## config.mk

```make
export PLATFORM = sky130hd
export DESIGN_NAME = ils_top
export DESIGN_NICKNAME = d
export VERILOG_FILES = /design/src/rtl/ils_pkg.sv /design/src/rtl/ils_reg_if.sv /design/src/rtl/ils_level_bank.sv /design/src/rtl/ils_ahb_slave.sv /design/src/rtl/ils_top.sv
export SDC_FILE = /design/constraint.sdc
export NUM_CORES = 1
export LEC_CHECK = 0
export ABC_AREA = 1
export BUFFER_PORTS_ARGS = -buffer_cell sky130_fd_sc_hd__buf_2
export CORE_MARGIN = 2
export CORE_UTILIZATION = 60
export CTS_CLUSTER_SIZE = 25
export DETAILED_ROUTE_END_ITERATION = 12
export PLACE_DENSITY = 0.94
export SLEW_MARGIN = 5
export SYNTH_ARGS = -nofsm -noshare
export SYNTH_HDL_FRONTEND = slang
export SYNTH_HIERARCHICAL = 1
export SYNTH_SLANG_ARGS = --single-unit
```

## constraint.sdc

```tcl
create_clock -name core_clk -period 52.1 [get_ports core_clk]
set_input_delay 5.21 -clock core_clk [delete_from_list [all_inputs] [get_ports core_clk]]
set_output_delay 5.21 -clock core_clk [all_outputs]
set_load 0.05 [all_outputs]
```

## src/rtl/ils_pkg.sv

```systemverilog
// Constants shared by the interrupt level setup block.
// Assumes one 40 MHz core clock and word-aligned AHB-Lite access.
package ils_pkg;
  // ==========================================================
  // Geometry
  localparam int ILS_NUM_REGS     = 8;
  localparam int ILS_NUM_SRC      = 16;
  localparam int ILS_LV_W         = 3;
  localparam int ILS_REG_W        = 16;
  localparam int ILS_IDX_W        = 3;
  localparam int ILS_SRC_W        = 4;
  localparam int ILS_FIELD_LO_POS = 0;
  localparam int ILS_FIELD_HI_POS = 8;
  // ==========================================================
  // Register map: index as printed, byte address is four times it
  localparam logic [29:0] ILS_LV_INDEX [ILS_NUM_REGS] = '{
    30'h4080, 30'h4082, 30'h4084, 30'h4086,
    30'h4088, 30'h408a, 30'h408c, 30'h408e};
  localparam logic [15:0] ILS_LV_MASK  = 16'h0707;
  localparam logic [15:0] ILS_LV_RESET = 16'h0000;
  // ==========================================================
  // Bus encodings
  localparam int   ILS_HTRANS_ACT_BIT = 1;
  localparam logic ILS_HRESP_OKAY     = 1'b0;
endpackage : ils_pkg

```

## src/rtl/ils_reg_if.sv

```systemverilog
// Register access carrier between bus slave and level bank.
// Assumes both ends run on core_clk.
`timescale 1ns/1ps
interface ils_reg_if;
  import ils_pkg::*;
  logic                 wr_en;
  logic [ILS_IDX_W-1:0] wr_idx;
  logic [ILS_REG_W-1:0] wr_data;
  logic                 rd_en;
  logic                 rd_hit;
  logic [ILS_IDX_W-1:0] rd_idx;
  logic [ILS_REG_W-1:0] rd_data;
  // Bus side drives requests
  modport bus  (output wr_en, wr_idx, wr_data, rd_en, rd_hit, rd_idx,
                input  rd_data);
  // Bank side answers
  modport bank (input  wr_en, wr_idx, wr_data, rd_en, rd_hit, rd_idx,
                output rd_data);
endinterface : ils_reg_if

```

## src/rtl/ils_level_bank.sv

```systemverilog
// Eight level registers with a registered read port.
// Assumes writes and reads arrive from the bus slave on core_clk.
`timescale 1ns/1ps
module ils_level_bank import ils_pkg::*; (
  // Clock and reset
  input  wire logic                                core_clk,
  input  wire logic                                rst_n,
  input  wire logic                                level_clear,
  // Register port
  ils_reg_if.bank                                  regs,
  // Stored words
  output logic [ILS_NUM_REGS-1:0][ILS_REG_W-1:0]  words
);
  // ==========================================================
  // Storage
  logic [ILS_REG_W-1:0] word_r [ILS_NUM_REGS];
  logic [ILS_REG_W-1:0] fwd_word;
  logic [ILS_REG_W-1:0] rd_nxt;

  // One word per register, only level bits are kept; clear beats a write
  for (genvar k = 0; k < ILS_NUM_REGS; k++) begin : g_word
    always_ff @(posedge core_clk) begin
      if (!rst_n || level_clear) begin
        word_r[k] <= ILS_LV_RESET;
      end else if (regs.wr_en && regs.wr_idx == ILS_IDX_W'(k)) begin
        word_r[k] <= regs.wr_data & ILS_LV_MASK;
      end
    end
    assign words[k] = word_r[k];
  end

  // ==========================================================
  // Read port, forwards a write landing in the same cycle
  assign fwd_word = (regs.wr_en && regs.wr_idx == regs.rd_idx && !level_clear) ?
                    (regs.wr_data & ILS_LV_MASK) : word_r[regs.rd_idx];
  assign rd_nxt   = regs.rd_hit ? fwd_word : '0;

  // Read data register
  always_ff @(posedge core_clk) begin
    if (!rst_n) begin
      regs.rd_data <= '0;
    end else if (regs.rd_en) begin
      regs.rd_data <= rd_nxt;
    end
  end
endmodule : ils_level_bank

```

## src/rtl/ils_ahb_slave.sv

```systemverilog
// AHB-Lite slave front end for the level registers.
// Assumes single word transfers; answers with no wait state.
`timescale 1ns/1ps
module ils_ahb_slave import ils_pkg::*; (
  // Clock and reset
  input  wire logic        core_clk,
  input  wire logic        rst_n,
  // Address phase
  input  wire logic        hsel,
  input  wire logic [31:0] haddr,
  input  wire logic [1:0]  htrans,
  input  wire logic        hwrite,
  input  wire logic        hready,
  // Data phase
  input  wire logic [31:0] hwdata,
  output logic             hreadyout,
  output logic             hresp,
  // Register port
  ils_reg_if.bus           regs
);
  // ==========================================================
  // Address decode
  logic [ILS_NUM_REGS-1:0] hit_vec;
  logic [ILS_IDX_W-1:0]    hit_idx;
  logic                    xfer;
  logic                    wr_pend_r;
  logic [ILS_IDX_W-1:0]    wr_idx_r;

  // Priority-free encoder of the one-hot hit
  function automatic logic [ILS_IDX_W-1:0] ils_enc(input logic [ILS_NUM_REGS-1:0] v);
    logic [ILS_IDX_W-1:0] r;
    r = '0;
    for (int i = 0; i < ILS_NUM_REGS; i++) begin
      if (v[i]) begin
        r = r | ILS_IDX_W'(i);
      end
    end
    return r;
  endfunction : ils_enc

  // One comparator per register
  for (genvar k = 0; k < ILS_NUM_REGS; k++) begin : g_hit
    assign hit_vec[k] = (haddr == {ILS_LV_INDEX[k], 2'b00});
  end

  // Transfer qualification and read request
  assign xfer        = hsel & htrans[ILS_HTRANS_ACT_BIT] & hready;
  assign hit_idx     = ils_enc(hit_vec);
  assign regs.rd_en  = xfer & ~hwrite;
  assign regs.rd_hit = |hit_vec;
  assign regs.rd_idx = hit_idx;

  // Write address held into the data phase
  always_ff @(posedge core_clk) begin
    if (!rst_n) begin
      wr_pend_r <= 1'b0;
      wr_idx_r  <= '0;
    end else if (hready) begin
      wr_pend_r <= xfer & hwrite & (|hit_vec);
      wr_idx_r  <= hit_idx;
    end
  end

  // Write strobe and fixed answer
  assign regs.wr_en   = wr_pend_r;
  assign regs.wr_idx  = wr_idx_r;
  assign regs.wr_data = hwdata[ILS_REG_W-1:0];
  assign hreadyout    = 1'b1;
  assign hresp        = ILS_HRESP_OKAY;
endmodule : ils_ahb_slave

```

## src/rtl/ils_top.sv

```systemverilog
// Interrupt level setup: sixteen 3-bit levels over AHB-Lite,
// plus a selector that offers the highest pending level to the CPU.
// Assumes peripheral requests and the reset group come from core_clk logic.
`timescale 1ns/1ps
// Function
// - Register 0x4080 holds supply monitor level low, port level high.
// - Register 0x4082 holds clock generator level low, RTC level high.
// - Register 0x4084 holds timer 0 level low, UART level high.
// - Register 0x4086 holds timer 1 level low, serial 0 level high.
// - Register 0x4088 holds I2C level low, timer 2 level high.
// - Register 0x408a holds timer 3 level low, timer 4 level high.
// - Register 0x408c holds serial 1 level low, LCD level high.
// - Register 0x408e holds R/F converter level low, MR sensor level high.
module ils_top import ils_pkg::*; (
  // Clock and reset
  input  wire logic                   core_clk,
  input  wire logic                   rst_n,
  input  wire logic                   hard_reset_group_zero,
  // AHB-Lite slave
  input  wire logic                   hsel,
  input  wire logic [31:0]            haddr,
  input  wire logic [1:0]             htrans,
  input  wire logic                   hwrite,
  input  wire logic [2:0]             hsize,
  input  wire logic                   hready,
  input  wire logic [31:0]            hwdata,
  output logic [31:0]                 hrdata,
  output logic                        hreadyout,
  output logic                        hresp,
  // Peripheral requests
  input  wire logic [ILS_NUM_SRC-1:0] irq_src,
  // CPU request
  output logic                        cpu_irq_req,
  output logic [ILS_LV_W-1:0]         cpu_irq_level,
  output logic [ILS_SRC_W-1:0]        cpu_irq_src
);
  // ==========================================================
  // Register access
  ils_reg_if reg_bus ();
  logic [ILS_NUM_REGS-1:0][ILS_REG_W-1:0] lv_words;
  logic                                   level_clear;

  // Reset group clears every level field
  assign level_clear = hard_reset_group_zero;

  // Bus front end
  ils_ahb_slave u_slave (
    .core_clk  (core_clk),
    .rst_n     (rst_n),
    .hsel      (hsel),
    .haddr     (haddr),
    .htrans    (htrans),
    .hwrite    (hwrite),
    .hready    (hready),
    .hwdata    (hwdata),
    .hreadyout (hreadyout),
    .hresp     (hresp),
    .regs      (reg_bus.bus)
  );

  // Level storage
  ils_level_bank u_bank (
    .core_clk    (core_clk),
    .rst_n       (rst_n),
    .level_clear (level_clear),
    .regs        (reg_bus.bank),
    .words       (lv_words)
  );

  // Upper half and unused bits always zero
  assign hrdata = {16'h0000, reg_bus.rd_data};

  // ==========================================================
  // Level fields per source
  logic [ILS_LV_W-1:0] level_supply_monitor;
  logic [ILS_LV_W-1:0] level_port;
  logic [ILS_LV_W-1:0] level_clock_gen;
  logic [ILS_LV_W-1:0] level_rtc;
  logic [ILS_LV_W-1:0] level_timer_ch0;
  logic [ILS_LV_W-1:0] level_uart;
  logic [ILS_LV_W-1:0] level_timer_ch1;
  logic [ILS_LV_W-1:0] level_sync_serial_ch0;
  logic [ILS_LV_W-1:0] level_i2c;
  logic [ILS_LV_W-1:0] level_timer_ch2;
  logic [ILS_LV_W-1:0] level_timer_ch3;
  logic [ILS_LV_W-1:0] level_timer_ch4;
  logic [ILS_LV_W-1:0] level_sync_serial_ch1;
  logic [ILS_LV_W-1:0] level_lcd_driver;
  logic [ILS_LV_W-1:0] level_res_freq_conv;
  logic [ILS_LV_W-1:0] level_mr_sensor;

  // Field placement, low field then high field per word
  assign level_supply_monitor  = lv_words[0][ILS_FIELD_LO_POS +: ILS_LV_W];
  assign level_port            = lv_words[0][ILS_FIELD_HI_POS +: ILS_LV_W];
  assign level_clock_gen       = lv_words[1][ILS_FIELD_LO_POS +: ILS_LV_W];
  assign level_rtc             = lv_words[1][ILS_FIELD_HI_POS +: ILS_LV_W];
  assign level_timer_ch0       = lv_words[2][ILS_FIELD_LO_POS +: ILS_LV_W];
  assign level_uart            = lv_words[2][ILS_FIELD_HI_POS +: ILS_LV_W];
  assign level_timer_ch1       = lv_words[3][ILS_FIELD_LO_POS +: ILS_LV_W];
  assign level_sync_serial_ch0 = lv_words[3][ILS_FIELD_HI_POS +: ILS_LV_W];
  assign level_i2c             = lv_words[4][ILS_FIELD_LO_POS +: ILS_LV_W];
  assign level_timer_ch2       = lv_words[4][ILS_FIELD_HI_POS +: ILS_LV_W];
  assign level_timer_ch3       = lv_words[5][ILS_FIELD_LO_POS +: ILS_LV_W];
  assign level_timer_ch4       = lv_words[5][ILS_FIELD_HI_POS +: ILS_LV_W];
  assign level_sync_serial_ch1 = lv_words[6][ILS_FIELD_LO_POS +: ILS_LV_W];
  assign level_lcd_driver      = lv_words[6][ILS_FIELD_HI_POS +: ILS_LV_W];
  assign level_res_freq_conv   = lv_words[7][ILS_FIELD_LO_POS +: ILS_LV_W];
  assign level_mr_sensor       = lv_words[7][ILS_FIELD_HI_POS +: ILS_LV_W];

  // Levels ordered by source number
  logic [ILS_NUM_SRC-1:0][ILS_LV_W-1:0] lv_by_src;
  assign lv_by_src = {level_mr_sensor, level_res_freq_conv,
                      level_lcd_driver, level_sync_serial_ch1,
                      level_timer_ch4, level_timer_ch3,
                      level_timer_ch2, level_i2c,
                      level_sync_serial_ch0, level_timer_ch1,
                      level_uart, level_timer_ch0,
                      level_rtc, level_clock_gen,
                      level_port, level_supply_monitor};

  // ==========================================================
  // Request selection
  logic                 best_found;
  logic [ILS_LV_W-1:0]  best_lvl;
  logic [ILS_SRC_W-1:0] best_src;
  logic                 cpu_irq_req_r;
  logic [ILS_LV_W-1:0]  cpu_irq_level_r;
  logic [ILS_SRC_W-1:0] cpu_irq_src_r;

  // Highest level wins, lower source number breaks ties
  always_comb begin
    best_found = 1'b0;
    best_lvl   = '0;
    best_src   = '0;
    for (int i = 0; i < ILS_NUM_SRC; i++) begin
      if (irq_src[i] && (!best_found || lv_by_src[i] > best_lvl)) begin
        best_found = 1'b1;
        best_lvl   = lv_by_src[i];
        best_src   = ILS_SRC_W'(i);
      end
    end
  end

  // Registered request to the CPU
  always_ff @(posedge core_clk) begin
    if (!rst_n) begin
      cpu_irq_req_r   <= 1'b0;
      cpu_irq_level_r <= '0;
      cpu_irq_src_r   <= '0;
    end else begin
      cpu_irq_req_r   <= best_found;
      cpu_irq_level_r <= best_lvl;
      cpu_irq_src_r   <= best_src;
    end
  end

  assign cpu_irq_req   = cpu_irq_req_r;
  assign cpu_irq_level = cpu_irq_level_r;
  assign cpu_irq_src   = cpu_irq_src_r;

  logic wr_ok;
  assign wr_ok = reg_bus.wr_en && !hard_reset_group_zero;

  // One check per source when it alone is pending
  for (genvar s = 0; s < ILS_NUM_SRC; s++) begin : g_alone

  end
endmodule : ils_top

```

==> impl_metrics.env, run 1 <==
export IMPL_status="complete, no violations"
export IMPL_cts_hold_buf=0
export IMPL_setup_slack_ns=29.97
export IMPL_cp_end_kind="flip-flop"
export IMPL_antenna_found_initial=0
export IMPL_period_share_pct=42.5
export IMPL_critPathMaxStageDelay_ns=0.35
export IMPL_cts_tree="done"
export IMPL_die_area_sq_mm=0.0100
export IMPL_grt_pass1_wl_microns=21300
export IMPL_syn_cell_area_sq_mm=0.00555
export IMPL_grt_pass1_vias=4758
export IMPL_ys_warn_count=6
export IMPL_slew_viol_final=0
export IMPL_max_slew_margin_rel_pct=42.5
export IMPL_gr_total_overflow=0
export IMPL_setup_tns_ns=0
export IMPL_hold_depth=2
export IMPL_gp_congestion=0.890
export IMPL_clk_pin_slew_worst_paths_ns=0.08
export IMPL_crit_top_cell="nand2_1"
export IMPL_ant_nets=0
export IMPL_drive_gt1_share_pct=18.0
export IMPL_die_h_microns=100
export IMPL_rsz0062_at_grt="false"
export IMPL_worst_pin_slew_ns=0.861
export IMPL_finalSetupViolCount=0
export IMPL_dp_final_hpwl_microns=9830
export IMPL_pin_count=133
export IMPL_reg2regPathDepth=132
export IMPL_max_vdd_ir_drop_uv=27.8
export IMPL_port_buffers=74
export IMPL_drc=0
export IMPL_post_cts_resized=0
export IMPL_root_buffer="clkbuf_8"
export IMPL_fillers=771
export IMPL_synthToLayoutAreaGrowth_pct=8.77
export IMPL_dr_pass1_iters=8
export IMPL_cp_slowest_cell="or2_2"
export IMPL_fin_nets=984
export IMPL_wirelength_microns=13000
export IMPL_avgSynthCellArea_sq_um=7.04
export IMPL_clock_skew_ns=0.0105
export IMPL_h_tree_depth=3
export IMPL_diodes=0
export IMPL_worstSkewPairLatency_ns=0.36
export IMPL_cp_required_ns=52.34
export IMPL_core_region_area_sq_mm=0.00911
export IMPL_cp_max_fo=8
export IMPL_vias=5312
export IMPL_clock_fmax_mhz=45.2
export IMPL_maxCapViolCount=0
export IMPL_numCtsBuffers=9
export IMPL_r2r_slack_ns=34.58
export IMPL_setup_worst_path_start_class="input pin"
export IMPL_die_x_microns=100
export IMPL_fp_row_count=35
export IMPL_post_place_ws_ns=29.78
export IMPL_crit_type="in2reg"
export IMPL_grt_use_total_pct=26.5
export IMPL_syn_instance_count=789
export IMPL_start_util_pct=61.0
export IMPL_power_density_mw_per_mm2=49.1
export IMPL_p_leak_nw=3.15
export IMPL_cp_arrival_ns=22.37
export IMPL_drt_iter0_drc=627
export IMPL_hold_violations=0
export IMPL_clockBufferDepth=2
export IMPL_period_needed_ns=22.13
export IMPL_routedWlPerCell_microns=13.4
export IMPL_cts_sinks=66
export IMPL_cts_setup_buffers=0
export IMPL_hold_class="reg2reg"
export IMPL_avgViaCountPerCell=5.47
export IMPL_grt_start_max_net_pins=27
[worst paths after layout]
kind | startpoint | end
max | irq_src[0] | cpu_irq_src[2]
min | u_bank/regs.rd_data[1] | u_bank/regs.rd_data[1]
max reg2reg | u_bank/word_r[0][5] | cpu_irq_src[2]
min reg2reg | u_bank/regs.rd_data[1] | u_bank/regs.rd_data[1]
[routing by layer]
| layer | vias up | wire length, microns | global-route usage, % |
|---|---|---|---|
| met1 | 2341 | 5110 | 32.7 |
| li1 | 2610 | - | - |
| met4 | 0 | 383 | 10.0 |
| met3 | 46 | 1310 | 5.15 |
| met2 | 315 | 6190 | 45.7 |
| met5 | - | 0 | 0 |
[sequential cells by signal, indices dropped and copies added (netlist names)]
signal and count:
u_bank/regs.rd_data 6, u_bank/word_r 48, cpu_irq_src 4, u_slave/regs.wr_idx 3, cpu_irq_level 3, cpu_irq_req 1
u_slave/regs.wr_en 1
[worst max-delay path, delay by kind of cell]
kind                     cells  cell delay, ns
AO/OA/AOI/OAI               32            4.96
adder cells (fa/ha/maj)     15            4.35
buffers and inverters       15            1.05
AND/OR/NAND/NOR             72            6.82
[cell type report]
cell class	instances	area (sq um)	area share, %
inverter	108	410	6.80
timing repair buffer	74	370	6.13
tap	111	139	2.30
clock buffer	13	180	2.98
multi-input combinational	596	3120	51.7
clock inverter	3	17.5	0.290
sequential	66	1800	29.8
[report_power, final]
part | leakage, nW | internal, mW | switching (mW) | total, mW
Sequential | 0.683 | 0.0607 | 0.00204 | 0.0627
Clock | 0.105 | 0.0228 | 0.0198 | 0.0425
Combinational | 2.36 | 0.0681 | 0.123 | 0.191
Total | 3.15 | 0.152 | 0.145 | 0.296
[cell usage in the layout (no fill, tap or decap), types with 18 or more instances in the layout]
cell type  count
nand3_1       85
ha_1          38
buf_2         74
dfxtp_1       18
o21ai_0       48
edfxtp_1      48
a21oi_1       21
inv_1         95
nor2_1        88
nand2_1      208
conb_1        28
[through the flow]
stage               total power, mW  std cells  cell area (sq um)  utilization, %  hold WS, ns
global route                  0.329        971               6040            66.3        0.492
finish                        0.296        971               6040            66.3        0.471
detailed placement            0.251        955               5840            64.1        0.458
CTS                           0.296        971               6040            66.3        0.472
floorplan                     0.219        813               5640               -        0.451
global placement              0.244        955               5840            64.1        0.457
(Power assumes the default switching activity.)
==> run 2, diff against run 1 <==
--- a/config.mk
+++ b/config.mk
@@ -8,10 +8,10 @@
 export ABC_AREA = 1
 export BUFFER_PORTS_ARGS = -buffer_cell sky130_fd_sc_hd__buf_2
 export CORE_MARGIN = 2
-export CORE_UTILIZATION = 60
+export CORE_UTILIZATION = 56
 export CTS_CLUSTER_SIZE = 25
 export DETAILED_ROUTE_END_ITERATION = 12
-export PLACE_DENSITY = 0.94
+export PLACE_DENSITY = 0.89
 export SLEW_MARGIN = 5
 export SYNTH_ARGS = -nofsm -noshare
 export SYNTH_HDL_FRONTEND = slang
==> constraint.sdc (replaced) <==
create_clock -name core_clk -period 21.6 [get_ports core_clk]
set_input_delay 2.16 -clock core_clk [delete_from_list [all_inputs] [get_ports core_clk]]
set_output_delay 2.16 -clock core_clk [all_outputs]
set_load 0.05 [all_outputs]
==> run 2 against run 1 <==
  * Power up 140%
  * First-iteration DRC count down 29%
  * Global-route usage down 2.8 points
  * Flip-flop and latch count unchanged
  * Clock power rose to 2.5 times the previous value
  * Critical path type unchanged
  * Largest cell class unchanged
==> impl_metrics.env, run 2 (synthesized netlist as in run 1, its figures left out) <==
export IMPL_status="complete, no violations"
export IMPL_dp_final_hpwl_microns=9730
export IMPL_finalSetupViolCount=0
export IMPL_clock_fmax_mhz=52.5
export IMPL_gp_congestion=0.874
export IMPL_cp_max_fo=8
export IMPL_avgViaCountPerCell=5.15
export IMPL_core_region_area_sq_mm=0.00968
export IMPL_diodes=0
export IMPL_maxCapViolCount=0
export IMPL_pin_count=133
export IMPL_wirelength_microns=12500
export IMPL_clockBufferDepth=2
export IMPL_fin_nets=984
export IMPL_critPathMaxStageDelay_ns=0.33
export IMPL_post_cts_resized=0
export IMPL_drive_gt1_share_pct=17.8
export IMPL_drc=0
export IMPL_crit_type="in2reg"
export IMPL_timing_hold_ws_ns=0.481
export IMPL_p_leak_nw=3.15
export IMPL_ant_nets=0
export IMPL_synthToLayoutAreaGrowth_pct=9.42
export IMPL_die_area_sq_mm=0.0107
export IMPL_worstSkewPairLatency_ns=0.35
export IMPL_root_buffer="clkbuf_8"
export IMPL_period_share_pct=88.2
export IMPL_cts_sinks=66
export IMPL_cts_setup_buffers=0
export IMPL_cp_slowest_cell="or2_2"
export IMPL_cts_hold_buf=0
export IMPL_setup_worst_path_start_class="input pin"
export IMPL_final_common_cell="nand2_1"
export IMPL_antenna_found_initial=0
export IMPL_grt_start_max_net_pins=27
export IMPL_power_density_mw_per_mm2=118
export IMPL_grt_use_total_pct=23.7
export IMPL_slew_viol_final=0
export IMPL_die_x_microns=104
export IMPL_start_util_pct=57.3
export IMPL_setup_tns_ns=0
export IMPL_cp_end_kind="flip-flop"
export IMPL_dr_pass1_iters=5
export IMPL_hold_violations=0
export IMPL_clock_skew_ns=0.00603
export IMPL_routedWlPerCell_microns=12.6
export IMPL_worst_path_buf_inv=15
export IMPL_h_tree_depth=3
export IMPL_final_cell_mix="nand2_1 (208), inv_1 (95), nor2_1 (88), nand3_1 (85), buf_2 (74)"
export IMPL_fp_row_count=36
export IMPL_clk_pin_slew_worst_paths_ns=0.06
export IMPL_max_slew_margin_rel_pct=39.1
export IMPL_numCtsBuffers=9
export IMPL_gr_total_overflow=0
export IMPL_top_register="u_bank/word_r"
export IMPL_die_h_microns=104
export IMPL_crit_family="simple AND/OR/NAND/NOR gates"
export IMPL_rsz0062_at_grt="false"
export IMPL_cp_required_ns=21.83
export IMPL_largest_register_ffs=48
export IMPL_cp_arrival_ns=19.28
export IMPL_grt_pass1_wl_microns=20900
export IMPL_vias=5110
export IMPL_crit_top_cell="nand2_1"
export IMPL_cts_tree="done"
export IMPL_grt_pass1_vias=4740
export IMPL_period_needed_ns=19.05
export IMPL_worst_pin_slew_ns=0.913
export IMPL_drt_iter0_drc=444
export IMPL_port_buffers=74
export IMPL_max_vdd_ir_drop_uv=83.1
export IMPL_hold_class="reg2reg"
[run 2: layer usage]
| layer | up-vias | GRT usage [%] | routed length, microns |
|---|---|---|---|
| met5 | - | 0 | 0 |
| met4 | 0 | 8.98 | 313 |
| met3 | 26 | 3.84 | 935 |
| met2 | 204 | 40.8 | 5730 |
| met1 | 2274 | 30.1 | 5500 |
| li1 | 2606 | - | - |
[run 2: tightest hold or removal path: stages, from the launching register on]
cell and delay (ns):
dfxtp_1 0.32, nand2_1 0.06, a21oi_1 0.06
[run 2: area by class of cell]
class | instances | area, sq um
fill | 850 | 3610
sequential | 66 | 1800
multi-input combinational | 596 | 3120
clock inverter | 2 | 33.8
inverter | 108 | 410
timing repair buffer | 74 | 370
clock buffer | 14 | 173
tap | 133 | 166
[run 2: worst paths after layout]
check                                         start                  to  slack (ns)  cells past startpoint
worst max-delay path                     irq_src[0]      cpu_irq_src[2]        2.55                    135
worst min-delay path             u_slave/regs.wr_en  u_slave/regs.wr_en        0.48                      2
worst max register to register  u_bank/word_r[0][5]      cpu_irq_src[2]        4.11                    133
worst min register to register   u_slave/regs.wr_en  u_slave/regs.wr_en        0.48                      2
[run 2: where the power goes]
part / leakage [nW] / switching, mW / internal (mW) / total (mW)
clock: 0.104 / 0.0448 / 0.0625 / 0.107
combinational: 2.36 / 0.292 / 0.164 / 0.456
sequential: 0.683 / 0.00490 / 0.146 / 0.151
total: 3.15 / 0.342 / 0.373 / 0.715
[run 2: stage by stage]
step / setup WS, ns / power (mW) / cells / util (%) / cell area (sq um)
finish: 2.55 / 0.715 / 993 / 62.7 / 6080
global route: 0.0879 / 0.794 / 993 / 62.7 / 6080
CTS: 2.65 / 0.715 / 993 / 62.7 / 6080
detailed placement: 2.35 / 0.603 / 977 / 60.6 / 5870
global placement: 2.87 / 0.590 / 977 / 60.6 / 5870
floorplan: 4.45 / 0.528 / 813 / - / 5640
